$ cat src/lldc_pkg.sv
package lldc_pkg;

	////////////////////////////////////////////////////////////////////////////
	// Widths
	localparam int DEV_N     = 2;
	localparam int DEV_W     = 9;
	localparam int DW        = DEV_N * DEV_W;
	localparam int AW        = 20;
	localparam int BA_W      = 3;
	localparam int CLK_N     = 1;
	localparam int STB_N     = DEV_N;
	localparam int MAX_WORDS = 4;

	////////////////////////////////////////////////////////////////////////////
	// Timing
	localparam int CLK_PERIOD_NS = 10;
	localparam int INIT_WAIT_NS  = 200000;
	localparam int INIT_CYCLES   = (INIT_WAIT_NS + CLK_PERIOD_NS - 1) / CLK_PERIOD_NS;
	localparam int RD_TMO_NS     = 640;
	localparam logic [6:0] RD_TMO_CYCLES = 7'(RD_TMO_NS / CLK_PERIOD_NS);

	////////////////////////////////////////////////////////////////////////////
	// Burst length codes and bank range
	localparam logic [1:0] BL_2 = 2'h0;
	localparam logic [1:0] BL_4 = 2'h1;
	localparam logic [1:0] BL_8 = 2'h2;
	localparam logic [BA_W-1:0] LAST_BANK = 3'h7;

	typedef enum logic [2:0] {
		ST_INIT_WAIT = 3'h0,
		ST_INIT_REF  = 3'h1,
		ST_IDLE      = 3'h3,
		ST_WR_DATA   = 3'h2,
		ST_WR_BEAT   = 3'h6,
		ST_RD_WAIT   = 3'h7
	} lldc_state_t;

	// Local words per burst: each local word carries two memory beats
	function automatic logic [2:0] lldc_words(input logic [1:0] bl);
		case (bl)
			BL_2:    lldc_words = 3'h1;
			BL_4:    lldc_words = 3'h2;
			default: lldc_words = 3'h4;
		endcase
	endfunction : lldc_words

endpackage : lldc_pkg

$ cat src/lldc_beat_if.sv
`timescale 1ns/1ps
interface lldc_beat_if;
	logic                              wr_valid;
	logic [lldc_pkg::DW-1:0]           wr_data;
	logic [lldc_pkg::DEV_N-1:0]        wr_mask;
	logic [lldc_pkg::DEV_N-1:0]        rd_valid;
	logic [2*lldc_pkg::DW-1:0]         rd_data;

	modport ctl (output wr_valid, output wr_data, output wr_mask,
		input rd_valid, input rd_data);
	modport phy (input wr_valid, input wr_data, input wr_mask,
		output rd_valid, output rd_data);
endinterface : lldc_beat_if

$ cat src/lldc_ctrl.sv
// Function
// - Local write word is two memory beats; longer bursts take several cycles.
// - Two-beat burst: write data requested in one local cycle.
// - Init-done rises only after the memory init sequence has finished.
// - Read burst returns on the double-width read bus; longer bursts over several cycles.
// - Two-beat burst: whole read burst returned in one local cycle.
// - One read-valid flag per chip, high exactly with valid read data.
// - Strobe mode captures on read strobes; otherwise strobes are ignored.
// - Common I/O uses one two-way data bus for reads and writes.
// - Separate I/O writes on its output bus, reads on its input bus.
// - Drive three-bit bank address and row/column address of local width.
// - Drive differential memory clock pairs.
// - Drive active-low select, refresh, write enable; take per-chip read valid.
// - Refresh request refreshes the bank on the local bank address.
// - Local mask is twice memory mask; all high masks all data.
// - Second command bus, when enabled, copies the first; else held idle.
`timescale 1ns/1ps
module lldc_ctrl #(
	parameter int INIT_CYCLES = lldc_pkg::INIT_CYCLES
) (
	input  wire logic                                clock_in,
	input  wire logic                                rst_in,
	input  wire logic [1:0]                          burst_len_in,
	input  wire logic                                common_io_in,
	input  wire logic                                strobe_mode_in,
	input  wire logic                                dual_cmd_bus_in,
	input  wire logic [lldc_pkg::AW-1:0]             local_addr_in,
	input  wire logic [lldc_pkg::BA_W-1:0]           local_bank_addr_in,
	input  wire logic [2*lldc_pkg::DEV_N-1:0]        user_byte_mask_in,
	input  wire logic                                local_read_req_in,
	input  wire logic                                local_write_req_in,
	input  wire logic                                local_refresh_req_in,
	input  wire logic [2*lldc_pkg::DW-1:0]           local_wdata_in,
	output logic                                     local_ready_out,
	output logic                                     local_init_done_out,
	output logic                                     local_wdata_req_out,
	output logic [2*lldc_pkg::DW-1:0]                local_rdata_out,
	output logic [lldc_pkg::DEV_N-1:0]               local_rdata_valid_out,
	input  wire logic [lldc_pkg::DW-1:0]             mem_dq_in,
	output logic [lldc_pkg::DW-1:0]                  mem_dq_out,
	output logic [lldc_pkg::DW-1:0]                  mem_dq_oe_out,
	output logic [lldc_pkg::DW-1:0]                  mem_d_out,
	input  wire logic [lldc_pkg::DW-1:0]             mem_q_in,
	input  wire logic [lldc_pkg::DEV_N-1:0]          mem_qvld_in,
	input  wire logic [lldc_pkg::STB_N-1:0]          mem_read_strobe_in,
	output logic [lldc_pkg::STB_N-1:0]               mem_read_strobe_out,
	output logic [lldc_pkg::STB_N-1:0]               mem_read_strobe_oe_out,
	output logic [lldc_pkg::DEV_N-1:0]               mem_write_mask_out,
	output logic [lldc_pkg::CLK_N-1:0]               mem_clk_out,
	output logic [lldc_pkg::CLK_N-1:0]               mem_clk_n_out,
	output logic [lldc_pkg::AW-1:0]                  mem_a_0_out,
	output logic [lldc_pkg::AW-1:0]                  mem_a_1_out,
	output logic [lldc_pkg::BA_W-1:0]                mem_ba_0_out,
	output logic [lldc_pkg::BA_W-1:0]                mem_ba_1_out,
	output logic                                     mem_cs_n_0_out,
	output logic                                     mem_cs_n_1_out,
	output logic                                     mem_ref_n_0_out,
	output logic                                     mem_ref_n_1_out,
	output logic                                     mem_we_n_0_out,
	output logic                                     mem_we_n_1_out
);
	localparam int ICW = $clog2(INIT_CYCLES + 1);
	localparam int DW  = lldc_pkg::DW;
	localparam int N   = lldc_pkg::DEV_N;

	lldc_pkg::lldc_state_t state, next_state;
	logic [ICW-1:0]               init_cnt;
	logic [lldc_pkg::BA_W-1:0]    init_bank;
	logic [lldc_pkg::AW-1:0]      hold_addr;
	logic [lldc_pkg::BA_W-1:0]    hold_bank;
	logic [2:0]                   words, last_word, req_left, rd_left, beat_idx;
	logic [1:0]                   cap_idx;
	logic [6:0]                   rd_tmo;
	logic                         wd_take, go_ref, go_rd, go_wr, wr_cap_done, rd_done;
	logic [2*DW-1:0]              wbuf [lldc_pkg::MAX_WORDS];
	logic [2*N-1:0]               wmsk [lldc_pkg::MAX_WORDS];
	logic [2*DW-1:0]              cur_word;
	logic [2*N-1:0]               cur_msk;
	logic                         next_cs_n, next_we_n, next_ref_n;
	logic [lldc_pkg::AW-1:0]      next_a;
	logic [lldc_pkg::BA_W-1:0]    next_ba;

	lldc_beat_if bi ();

	////////////////////////////////////////////////////////////////////////////
	// Request decode: taken only in idle, so nothing is accepted before init
	assign words       = lldc_pkg::lldc_words(burst_len_in);
	assign last_word   = words - 3'h1;
	assign go_ref      = (state == lldc_pkg::ST_IDLE) && local_refresh_req_in;
	assign go_rd       = (state == lldc_pkg::ST_IDLE) && local_read_req_in && !go_ref;
	assign go_wr       = (state == lldc_pkg::ST_IDLE) && local_write_req_in
		&& !go_ref && !local_read_req_in;
	assign wr_cap_done = wd_take && ({1'b0, cap_idx} == last_word);
	assign rd_done     = (|bi.rd_valid && rd_left == 3'h1) || rd_tmo == lldc_pkg::RD_TMO_CYCLES;

	always_comb begin
		next_state = state;
		case (state)
			lldc_pkg::ST_INIT_WAIT:
				if (init_cnt == ICW'(INIT_CYCLES - 1)) next_state = lldc_pkg::ST_INIT_REF;
			lldc_pkg::ST_INIT_REF:
				if (init_bank == lldc_pkg::LAST_BANK) next_state = lldc_pkg::ST_IDLE;
			lldc_pkg::ST_IDLE: begin
				if (go_rd) next_state = lldc_pkg::ST_RD_WAIT;
				else if (go_wr) next_state = lldc_pkg::ST_WR_DATA;
			end
			lldc_pkg::ST_WR_DATA:
				if (wr_cap_done) next_state = lldc_pkg::ST_WR_BEAT;
			lldc_pkg::ST_WR_BEAT:
				if (beat_idx == {last_word[1:0], 1'b1}) next_state = lldc_pkg::ST_IDLE;
			lldc_pkg::ST_RD_WAIT:
				if (rd_done) next_state = lldc_pkg::ST_IDLE;
			default: next_state = lldc_pkg::ST_INIT_WAIT;
		endcase
	end

	always_ff @(posedge clock_in) begin
		if (rst_in) begin
			state           <= lldc_pkg::ST_INIT_WAIT;
			local_ready_out <= 1'b0;
		end else begin
			state           <= next_state;
			local_ready_out <= (next_state == lldc_pkg::ST_IDLE);
		end
	end

	////////////////////////////////////////////////////////////////////////////
	// Power-up wait, then a refresh to every bank
	always_ff @(posedge clock_in) begin
		if (rst_in) begin
			init_cnt            <= '0;
			init_bank           <= '0;
			local_init_done_out <= 1'b0;
		end else begin
			if (state == lldc_pkg::ST_INIT_WAIT) init_cnt <= init_cnt + ICW'(1);
			if (state == lldc_pkg::ST_INIT_REF) init_bank <= init_bank + 3'h1;
			if (state == lldc_pkg::ST_INIT_REF && init_bank == lldc_pkg::LAST_BANK)
				local_init_done_out <= 1'b1;
		end
	end

	////////////////////////////////////////////////////////////////////////////
	// Write data: request, capture a cycle later, then serialise beats
	always_ff @(posedge clock_in) begin
		if (rst_in) begin
			local_wdata_req_out <= 1'b0;
			req_left            <= '0;
			wd_take             <= 1'b0;
			cap_idx             <= '0;
			beat_idx            <= '0;
			hold_addr           <= '0;
			hold_bank           <= '0;
		end else begin
			wd_take <= local_wdata_req_out;
			if (go_wr) begin
				local_wdata_req_out <= 1'b1;
				req_left            <= last_word;
				cap_idx             <= '0;
				hold_addr           <= local_addr_in;
				hold_bank           <= local_bank_addr_in;
			end else if (local_wdata_req_out) begin
				if (req_left == 3'h0) local_wdata_req_out <= 1'b0;
				else req_left <= req_left - 3'h1;
			end
			if (wd_take) cap_idx <= cap_idx + 2'h1;
			if (state == lldc_pkg::ST_WR_BEAT) beat_idx <= beat_idx + 3'h1;
			else beat_idx <= '0;
		end
	end

	// Storage is what lets the user stream words faster than the pins drain them
	always_ff @(posedge clock_in) begin
		if (rst_in) begin
			for (int i = 0; i < lldc_pkg::MAX_WORDS; i++) begin
				wbuf[i] <= '0;
				wmsk[i] <= '0;
			end
		end else if (wd_take) begin
			wbuf[cap_idx] <= local_wdata_in;
			wmsk[cap_idx] <= user_byte_mask_in;
		end
	end

	assign cur_word    = wbuf[beat_idx[2:1]];
	assign cur_msk     = wmsk[beat_idx[2:1]];
	assign bi.wr_valid = (state == lldc_pkg::ST_WR_BEAT);
	assign bi.wr_data  = beat_idx[0] ? cur_word[2*DW-1:DW] : cur_word[DW-1:0];
	assign bi.wr_mask  = beat_idx[0] ? cur_msk[2*N-1:N] : cur_msk[N-1:0];

	////////////////////////////////////////////////////////////////////////////
	// Read bookkeeping; the timeout keeps a silent memory from hanging us
	always_ff @(posedge clock_in) begin
		if (rst_in) begin
			rd_left <= '0;
			rd_tmo  <= '0;
		end else if (go_rd) begin
			rd_left <= words;
			rd_tmo  <= '0;
		end else if (state == lldc_pkg::ST_RD_WAIT) begin
			rd_tmo <= rd_tmo + 7'h1;
			if (|bi.rd_valid) rd_left <= rd_left - 3'h1;
		end
	end

	always_ff @(posedge clock_in) begin
		if (rst_in) begin
			local_rdata_out       <= '0;
			local_rdata_valid_out <= '0;
		end else begin
			local_rdata_valid_out <= bi.rd_valid;
			if (|bi.rd_valid) local_rdata_out <= bi.rd_data;
		end
	end

	////////////////////////////////////////////////////////////////////////////
	// Command encode, registered onto both command buses
	always_comb begin
		next_cs_n  = 1'b1;
		next_we_n  = 1'b1;
		next_ref_n = 1'b1;
		next_a     = hold_addr;
		next_ba    = hold_bank;
		if (state == lldc_pkg::ST_INIT_REF) begin
			next_cs_n  = 1'b0;
			next_ref_n = 1'b0;
			next_ba    = init_bank;
		end else if (go_ref) begin
			next_cs_n  = 1'b0;
			next_ref_n = 1'b0;
			next_ba    = local_bank_addr_in;
		end else if (go_rd) begin
			next_cs_n = 1'b0;
			next_a    = local_addr_in;
			next_ba   = local_bank_addr_in;
		end else if (state == lldc_pkg::ST_WR_DATA && wr_cap_done) begin
			next_cs_n = 1'b0;
			next_we_n = 1'b0;
		end
	end

	always_ff @(posedge clock_in) begin
		if (rst_in) begin
			mem_cs_n_0_out  <= 1'b1;
			mem_we_n_0_out  <= 1'b1;
			mem_ref_n_0_out <= 1'b1;
			mem_a_0_out     <= '0;
			mem_ba_0_out    <= '0;
		end else begin
			mem_cs_n_0_out  <= next_cs_n;
			mem_we_n_0_out  <= next_we_n;
			mem_ref_n_0_out <= next_ref_n;
			mem_a_0_out     <= next_a;
			mem_ba_0_out    <= next_ba;
		end
	end

	// When unused the copy holds select, refresh and write enable high and address and bank at zero, so an unconnected bus never commands
	always_ff @(posedge clock_in) begin
		if (rst_in) begin
			mem_cs_n_1_out  <= 1'b1;
			mem_we_n_1_out  <= 1'b1;
			mem_ref_n_1_out <= 1'b1;
			mem_a_1_out     <= '0;
			mem_ba_1_out    <= '0;
		end else begin
			mem_cs_n_1_out  <= next_cs_n | ~dual_cmd_bus_in;
			mem_we_n_1_out  <= next_we_n | ~dual_cmd_bus_in;
			mem_ref_n_1_out <= next_ref_n | ~dual_cmd_bus_in;
			mem_a_1_out     <= dual_cmd_bus_in ? next_a : '0;
			mem_ba_1_out    <= dual_cmd_bus_in ? next_ba : '0;
		end
	end

	lldc_phy u_phy (
		.clock_in               (clock_in),
		.rst_in                 (rst_in),
		.common_io_in           (common_io_in),
		.strobe_mode_in         (strobe_mode_in),
		.bi                     (bi),
		.mem_clk_out            (mem_clk_out),
		.mem_clk_n_out          (mem_clk_n_out),
		.mem_dq_in              (mem_dq_in),
		.mem_dq_out             (mem_dq_out),
		.mem_dq_oe_out          (mem_dq_oe_out),
		.mem_d_out              (mem_d_out),
		.mem_q_in               (mem_q_in),
		.mem_qvld_in            (mem_qvld_in),
		.mem_read_strobe_in     (mem_read_strobe_in),
		.mem_read_strobe_out    (mem_read_strobe_out),
		.mem_read_strobe_oe_out (mem_read_strobe_oe_out),
		.mem_write_mask_out     (mem_write_mask_out)
	);

	////////////////////////////////////////////////////////////////////////////
	a_init_done_src: assert property (@(posedge clock_in) disable iff (rst_in)
		$rose(local_init_done_out) |-> $past(state) == lldc_pkg::ST_INIT_REF
		&& !mem_ref_n_0_out && mem_ba_0_out == lldc_pkg::LAST_BANK)
		else $error("init done before bank refresh sequence ended");
	a_wreq_single: assert property (@(posedge clock_in) disable iff (rst_in)
		$rose(local_wdata_req_out) && burst_len_in == lldc_pkg::BL_2
		|=> !local_wdata_req_out)
		else $error("two-beat write request not single cycle");
	a_wreq_bl8: assert property (@(posedge clock_in) disable iff (rst_in)
		$rose(local_wdata_req_out) && burst_len_in == lldc_pkg::BL_8
		|-> local_wdata_req_out[*4] ##1 !local_wdata_req_out)
		else $error("eight-beat write request length wrong");
	a_ref_bank: assert property (@(posedge clock_in) disable iff (rst_in)
		go_ref |=> !mem_cs_n_0_out && !mem_ref_n_0_out && mem_we_n_0_out
		&& mem_ba_0_out == $past(local_bank_addr_in))
		else $error("refresh not sent to requested bank");
	a_rd_cmd_addr: assert property (@(posedge clock_in) disable iff (rst_in)
		go_rd |=> !mem_cs_n_0_out && mem_we_n_0_out && mem_ref_n_0_out
		&& mem_a_0_out == $past(local_addr_in))
		else $error("read command or address wrong");
	a_copy_bus: assert property (@(posedge clock_in) disable iff (rst_in)
		$past(dual_cmd_bus_in) |-> mem_cs_n_1_out == mem_cs_n_0_out
		&& mem_a_1_out == mem_a_0_out && mem_we_n_1_out == mem_we_n_0_out)
		else $error("second command bus differs");
	a_rd_single: assert property (@(posedge clock_in) disable iff (rst_in)
		state == lldc_pkg::ST_RD_WAIT && burst_len_in == lldc_pkg::BL_2 && |bi.rd_valid
		|=> state == lldc_pkg::ST_IDLE ##1 local_rdata_valid_out == '0)
		else $error("two-beat read took more than one word");
	a_mask_all: assert property (@(posedge clock_in) disable iff (rst_in)
		wd_take && &user_byte_mask_in && burst_len_in == lldc_pkg::BL_2
		|=> ##1 &mem_write_mask_out ##1 &mem_write_mask_out)
		else $error("full mask did not mask both beats");

endmodule : lldc_ctrl

$ cat src/lldc_phy.sv
`timescale 1ns/1ps
module lldc_phy (
	input  wire logic                             clock_in,
	input  wire logic                             rst_in,
	input  wire logic                             common_io_in,
	input  wire logic                             strobe_mode_in,
	lldc_beat_if.phy                              bi,
	output logic [lldc_pkg::CLK_N-1:0]            mem_clk_out,
	output logic [lldc_pkg::CLK_N-1:0]            mem_clk_n_out,
	input  wire logic [lldc_pkg::DW-1:0]          mem_dq_in,
	output logic [lldc_pkg::DW-1:0]               mem_dq_out,
	output logic [lldc_pkg::DW-1:0]               mem_dq_oe_out,
	output logic [lldc_pkg::DW-1:0]               mem_d_out,
	input  wire logic [lldc_pkg::DW-1:0]          mem_q_in,
	input  wire logic [lldc_pkg::DEV_N-1:0]       mem_qvld_in,
	input  wire logic [lldc_pkg::STB_N-1:0]       mem_read_strobe_in,
	output logic [lldc_pkg::STB_N-1:0]            mem_read_strobe_out,
	output logic [lldc_pkg::STB_N-1:0]            mem_read_strobe_oe_out,
	output logic [lldc_pkg::DEV_N-1:0]            mem_write_mask_out
);
	localparam int N = lldc_pkg::DEV_N;
	localparam int W = lldc_pkg::DEV_W;

	logic [W-1:0] cap_lo [N];
	logic [W-1:0] cap_hi [N];
	logic         cap_vld [N];

	////////////////////////////////////////////////////////////////////////////
	// Memory clock: divided from the system clock, one beat per system cycle
	always_ff @(posedge clock_in) begin
		if (rst_in) begin
			mem_clk_out   <= '0;
			mem_clk_n_out <= '1;
		end else begin
			mem_clk_out   <= ~mem_clk_out;
			mem_clk_n_out <= ~mem_clk_n_out;
		end
	end

	////////////////////////////////////////////////////////////////////////////
	// Write drive; strobe lines are inputs only, never driven
	always_ff @(posedge clock_in) begin
		if (rst_in) begin
			mem_dq_out             <= '0;
			mem_dq_oe_out          <= '0;
			mem_d_out              <= '0;
			mem_write_mask_out     <= '0;
			mem_read_strobe_out    <= '0;
			mem_read_strobe_oe_out <= '0;
		end else begin
			mem_dq_oe_out <= {lldc_pkg::DW{bi.wr_valid & common_io_in}};
			if (bi.wr_valid) begin
				if (common_io_in) begin
					mem_dq_out <= bi.wr_data;
				end else begin
					mem_d_out <= bi.wr_data;
				end
				mem_write_mask_out <= bi.wr_mask;
			end
		end
	end

	////////////////////////////////////////////////////////////////////////////
	// Read capture, one lane per memory chip
	genvar d;
	generate
		for (d = 0; d < N; d++) begin : g_lane
			logic [W-1:0] q_s1, q_s2, lo;
			logic         v_s1, v_s2, k_s1, k_s2, k_s3, have_lo, beat;

			// Pins are asynchronous to us: two flops before any use
			always_ff @(posedge clock_in) begin
				if (rst_in) begin
					q_s1 <= '0;
					q_s2 <= '0;
					v_s1 <= '0;
					v_s2 <= '0;
					k_s1 <= '0;
					k_s2 <= '0;
					k_s3 <= '0;
				end else begin
					q_s1 <= common_io_in ? mem_dq_in[d*W +: W] : mem_q_in[d*W +: W];
					q_s2 <= q_s1;
					v_s1 <= mem_qvld_in[d];
					v_s2 <= v_s1;
					k_s1 <= mem_read_strobe_in[d];
					k_s2 <= k_s1;
					k_s3 <= k_s2;
				end
			end

			// Strobe mode takes a beat on each strobe edge; otherwise valid alone
			assign beat = strobe_mode_in ? (v_s2 & (k_s2 ^ k_s3)) : v_s2;

			always_ff @(posedge clock_in) begin
				if (rst_in) begin
					lo         <= '0;
					have_lo    <= 1'b0;
					cap_lo[d]  <= '0;
					cap_hi[d]  <= '0;
					cap_vld[d] <= 1'b0;
				end else begin
					cap_vld[d] <= 1'b0;
					if (beat && !have_lo) begin
						lo      <= q_s2;
						have_lo <= 1'b1;
					end else if (beat) begin
						cap_lo[d]  <= lo;
						cap_hi[d]  <= q_s2;
						cap_vld[d] <= 1'b1;
						have_lo    <= 1'b0;
					end else if (!v_s2) begin
						have_lo <= 1'b0;
					end
				end
			end

			a_lane_pulse: assert property (@(posedge clock_in) disable iff (rst_in)
				cap_vld[d] |=> !cap_vld[d])
				else $error("read valid held two cycles");
		end
	endgenerate

	always_comb begin
		for (int i = 0; i < N; i++) begin
			bi.rd_data[i*W +: W]                  = cap_lo[i];
			bi.rd_data[lldc_pkg::DW + i*W +: W]   = cap_hi[i];
			bi.rd_valid[i]                        = cap_vld[i];
		end
	end

	a_sio_no_oe: assert property (@(posedge clock_in) disable iff (rst_in)
		!common_io_in && $past(common_io_in) == 1'b0 |-> mem_dq_oe_out == '0)
		else $error("common bus driven in separate mode");
	a_cio_oe: assert property (@(posedge clock_in) disable iff (rst_in)
		bi.wr_valid && common_io_in |=> mem_dq_oe_out == '1 && mem_dq_out == $past(bi.wr_data))
		else $error("common bus not driven with write beat");
	a_clk_pair: assert property (@(posedge clock_in) disable iff (rst_in)
		!$past(rst_in) |-> mem_clk_n_out == ~mem_clk_out && mem_clk_out != $past(mem_clk_out))
		else $error("memory clock pair not toggling in opposition");

endmodule : lldc_phy

$ cat config.mk
export PLATFORM = sky130hd
export DESIGN_NAME = lldc_ctrl
export DESIGN_NICKNAME = d
export VERILOG_FILES = /design/src/lldc_pkg.sv /design/src/lldc_beat_if.sv /design/src/lldc_ctrl.sv /design/src/lldc_phy.sv
export SDC_FILE = /design/constraint.sdc
export NUM_CORES = 1
export LEC_CHECK = 0
export CORE_MARGIN = 4
export CORE_UTILIZATION = 35
export CTS_CLUSTER_SIZE = 25
export DETAILED_ROUTE_END_ITERATION = 16
export DONT_BUFFER_PORTS = 1
export PLACE_DENSITY = 0.53
export SLEW_MARGIN = 10
export SYNTH_ARGS = -nofsm -noshare
export SYNTH_HDL_FRONTEND = slang
export SYNTH_HIERARCHICAL = 1
export SYNTH_SLANG_ARGS = --single-unit
export TNS_END_PERCENT = 100
$ cat constraint.sdc
create_clock -name clock_in -period 2.55 [get_ports clock_in]
set_input_delay 0.51 -clock clock_in [delete_from_list [all_inputs] [get_ports clock_in]]
set_output_delay 0.51 -clock clock_in [all_outputs]
set_load 0.02 [all_outputs]
* Word level (Yosys, flattened, before mapping) *
Memory sizes are Yosys's and may differ from the RTL's. A register that Yosys moved wholly into a read port is not among the register bits.
Cells that the tools add are included.

cells by class
  reductions and logical operators = 34
  mux-type cells = 77
  add/subtract/negate cells = 8
  equality and inequality tests = 16
  bitwise operators = 21

operators with widths
  kind                   count
  $mux 20                3
  $mux 9                 6
  $mux 3                 16
  $mux 1                 40
  $mux 36                1
  $reduce_or 36->1       1
  $mux 18                1
  $pmux 3 s6             1
  $add 15x1->15 const B  1
  $eq 15x15->1 const B   1
  $mux 2                 7
  $logic_and 1x1->1      12
  $or 1x1->1             11
  $eq 3x2->1 const B     3
  $eq 3x3->1 const B     3
  $sub 3x1->3 const B    3
  $reduce_and 2->1       4
  $reduce_bool 2->1      4
  $reduce_or 2->1        4
  $add 7x1->7 const B    1
  $eq 7x7->1 const B     1
  $add 3x1->3 const B    2
  $eq 3x1->1 const B     2
  $logic_not 3->1        2
  15 further kinds       26

storage, ports and cells
  input bits = 113
  logic and storage cells = 210
  register bits = 227
  memory bits (writable) = 198
  memories = 5
  output and inout port bits = 155

memories
  memory         depth  bits a word  read ports  clocked after Yosys merged registers in  wr ports  RTL line         source
  wbuf           4      36           1           1                                        4         lldc_ctrl.sv:75  logic [2*DW-1:0] wbuf [lldc_pkg::MAX_WORDS];
  u_phy.cap_hi   2      9            2           2                                        2         lldc_phy.sv:25   logic [W-1:0] cap_hi [N];
  u_phy.cap_lo   2      9            2           2                                        2         lldc_phy.sv:24   logic [W-1:0] cap_lo [N];
  wmsk           4      4            1           1                                        4         lldc_ctrl.sv:76  logic [2*N-1:0] wmsk [lldc_pkg::MAX_WORDS];
  u_phy.cap_vld  2      1            2           0                                        2         lldc_phy.sv:26   logic cap_vld [N];

* Logic depth before layout (Yosys ltp) *
  depth after elaboration = 11
  depth in mapped cells = 9
  mapped depth without buffers = 7

* By module *
The synthesis kept the hierarchy.

by module, submodules not included
  module     area an instance (um^2)  cells an instance  times used  sequential area each (um^2)
  lldc_ctrl  12718.4                  1103               1           7927.6
  lldc_phy   5351.4                   494                1           3273.1

* Worst setup path after synthesis *
Ideal clock, no wire load.

  path type = input port to flip-flop
  start = input rst_in
  end = memory wbuf[1][0] (netlist name), enable pin
  library setup time = 0.404 ns
  stages on the path = 3
  buffers on the path = 2
  required time = 2.146 ns
  data arrival time = 2.095 ns
  setup slack = 0.052 ns
  cells stage by stage = clkbuf_1 clkbuf_1 nand2b_1

RTL lines
  what                RTL line         source
  start: declaration  lldc_ctrl.sv:22  input wire logic rst_in,
  end: declaration    lldc_ctrl.sv:75

==> results.json <==
{
  "r2r-end": "u_phy/mem_write_mask_out[0]",
  "timing.critical_path.arrival_ns": 2.88,
  "mapped_cell_area_sq_mm": 0.0181,
  "drt-initial-drc-count": 613,
  "r2r_start": "beat_idx[1]",
  "post_detailed_route_count_of_antenna_violating_nets": 0,
  "die_w_microns": 235,
  "seq_area_frac_synth": 0.620,
  "grt_antenna_before_repair": 1,
  "avgViaCountPerCell": 4.81,
  "setup-tns-final_ns": 0,
  "status": "complete, no violations",
  "layout.cells.most_common_list": "dfxtp_1 (261), nand2_1 (248), edfxtp_1 (197), nor2_1 (156), a21oi_1 (115)",
  "clock_tree.buffer_depth": 3,
  "layout.cells.most_common": "dfxtp_1",
  "power.ir.vdd_worst_mv": 0.521,
  "leakage_nw": 7.60,
  "worst_hold_path_type": "in2reg",
  "synth_seq_cells": 461,
  "endpoint_kind": "flop",
  "die-area_sq_mm": 0.0553,
  "setup_viol": 0,
  "routed-wl-met2_microns": 21300,
  "detail_route.wl_per_cell_microns": 20.1,
  "grt_first_pass_wirelength_microns": 69800,
  "post_cts_resized": 0,
  "grt_max_degree": 119,
  "p_per_area_mw_per_mm2": 780,
  "timing.final.crit_period_ns": 2.40,
  "whs_path_depth": 1,
  "tritoncts": "yes",
  "grt_use_total": 0.163,
  "synth-edff-count": 197,
  "insertion_delay_ns": 0.59,
  "async_flop_share": 0,
  "yosysWarnings": 6,
  "slew-limit-headroom": 0.419,
  "worst-r2r-cell-count": 6,
  "max_freq_mhz": 417,
  "maxCapViolCount": 0,
  "i_o_pin_count": 268,
  "std_cell_core_area_sq_mm": 0.0512,
  "globalRoute.totalOverflow": 0,
  "first_global_vias": 11100,
  "actual_transition_at_the_worst_max_transition_pin_ns": 0.871,
  "post_synthesis_instance_total": 1597,
  "dp_worst_setup_slack_ns": 0.495,
  "num_antenna_cells": 0,
  "reg2reg_setup_slack_ns": 0.15,
  "drt_first_pass_iters": 5,
  "initial_core_util": 0.353,
  "area_growth_syn_to_layout_pct": 13.9,
  "cts-buffers-inserted": 50,
  "dr.max_layer_used": "met5",
  "cts.sink_count": 461,
  "worst-path-max-fanout": 41,
  "critPathLaunchType": "flop",
  "synthFlopType": "dfxtp_1",
  "detailed_place_hpwl_microns": 27400,
  "m1WireLength_microns": 19600,
  "portbufs": 0,
  "fp-row-count": 83,
  "cts_root_buffer": "clkbuf_16",
  "gp_routability_congestion": 0.738,
  "num-fill-cells": 4885,
  "drc_errors": 0,
  "drv_slew": 0,
  "cts_post_setup_buffers_inserted": 0,
  "setup_ws_ns": 0.154,
  "yosys.cell_types.count": 53,
  "final-hold-violation-count": 0,
  "finClkSkew_ns": 0.0193,
  "drive_gt1_frac": 0.120,
  "met3WireLength_microns": 3900,
  "vias": 11000,
  "crit_required_ns": 3.03,
  "capture_endpoint_of_the_worst_hold_path": "mem_a_1_out[7]",
  "postCtsHoldBufs": 17,
  "design.final.nets": 1694,
  "grt_setup_unrepaired": "no",
  "worst_hold_startpoint": "dual_cmd_bus_in",
  "synth_area_per_cell_sq_um": 11.3,
  "route.final.wire_length_microns": 46100,
  "die-height_microns": 235,
  "cts-htree-levels": 2,
  "reg_clk_slew_reported_paths_ns": 0.06,
  "fin_crit_sh": 0.940,
  "type_of_the_setup_path_with_the_least_slack": "reg2reg"
}
==> sequential cells by signal (all words and copies together) (netlist names), 16 cells and up <==
signal             flops
mem_a_0_out           20
u_phy/cap_hi          18
mem_a_1_out           20
local_rdata_out       36
u_phy/mem_d_out       18
u_phy/mem_dq_out      18
wbuf                 144
u_phy/g_lane.lo       18
u_phy/g_lane.q_s2     18
u_phy/cap_lo          18
u_phy/g_lane.q_s1     18
hold_addr             20
wmsk                  16
==> critical path: stages, from the launching register on <==
cell           delay (ns)
dfxtp_2              0.37
buf_12               0.33
mux4_2               0.56
mux2_2               0.28
mux2i_1              0.13
nor2_1               0.05
dlygate4sd3_1        0.54
==> synth_stat cells, drive strengths merged (5+ instances only) <==
library cell    n  area (sq um)
a211oi          6          70.1
a21oi         115           576
a31oi           6          37.5
and2          100           626
and3            6          37.5
buf            63           405
clkbuf         59           224
dfxtp         264          5290
edfxtp        197          5920
ha             10           125
inv            53           199
mux2           20           225
mux2i          64           641
mux4           40           901
nand2         248           931
nand2b         48           300
nand3          12          60.1
nor2          157           589
nor2b          38           238
nor3           17          96.4
o21ai           9          45.0
or2             6          37.5
or3             5          31.3
xnor2          17           164
xor2            8          70.1
==> worst max path at each step <==
stage                      startpoint                     endpoint  slack [ns]  cells after the start
after floorplan                rst_in                   wbuf[1][0]        0.05                      3
after global placement       state[1]              local_ready_out        0.57                      5
after detailed placement     state[1]              local_ready_out        0.50                      5
after CTS                 beat_idx[1]  u_phy/mem_write_mask_out[0]        0.12                      6
after global routing      beat_idx[1]  u_phy/mem_write_mask_out[0]        0.01                      6
final                     beat_idx[1]  u_phy/mem_write_mask_out[0]        0.15                      6
==> through the flow <==
stage                     area [sq um]  hold WS (ns)  utilization  instances  total power, mW
after floorplan                  18100         0.414            -       1600             8.36
after global placement           18600         0.423        0.363       2182             8.40
after CTS                        20600      0.000152        0.402       2293             16.3
final                            20600        0.0463        0.402       2293             16.0
after detailed placement         18600         0.427        0.363       2182             8.41
after global routing             20600        0.0112        0.402       2293             16.6
==> cell families after synthesis <==
logic type                 count (synthesis)  share of synthesized area
and+or+nand+nor                          654                      0.172
buffers and inverters                    175                     0.0458
AOI/OAI and AO/OA                        146                     0.0446
adders and majority gates                 10                    0.00692
xor gates and xnor gates                  25                     0.0129
muxes                                    124                     0.0978
DFF                                      461                      0.620
other                                      2                   0.000416
==> cell type report <==
cell class	count	area [sq um]	area share
Sequential cell	461	11200	0.545
Multi-Input combinational cell	964	6060	0.294
Clock buffer	63	1430	0.0692
Tap cell	680	851	0.0413
Timing Repair Buffer	41	483	0.0235
Clock inverter	31	355	0.0173
Inverter	53	199	0.00967
==> metal layers <==
metal | GRT usage | vias to the layer above
li1 | - | 5301
met1 | 0.205 | 5370
met2 | 0.263 | 297
met3 | 0.0592 | 60
met4 | 0.0479 | 4
met5 | 0.0121 | -
==> report_power, final <==
part	leakage [nW]	switching [mW]	total [mW]	internal, mW
logic	2.54	0.243	0.392	0.149
registers	4.17	0.0935	7.94	7.85
clock network	0.889	3.03	7.71	4.69
total	7.60	3.36	16.1	12.7
Power figures use the tool's default switching activity.
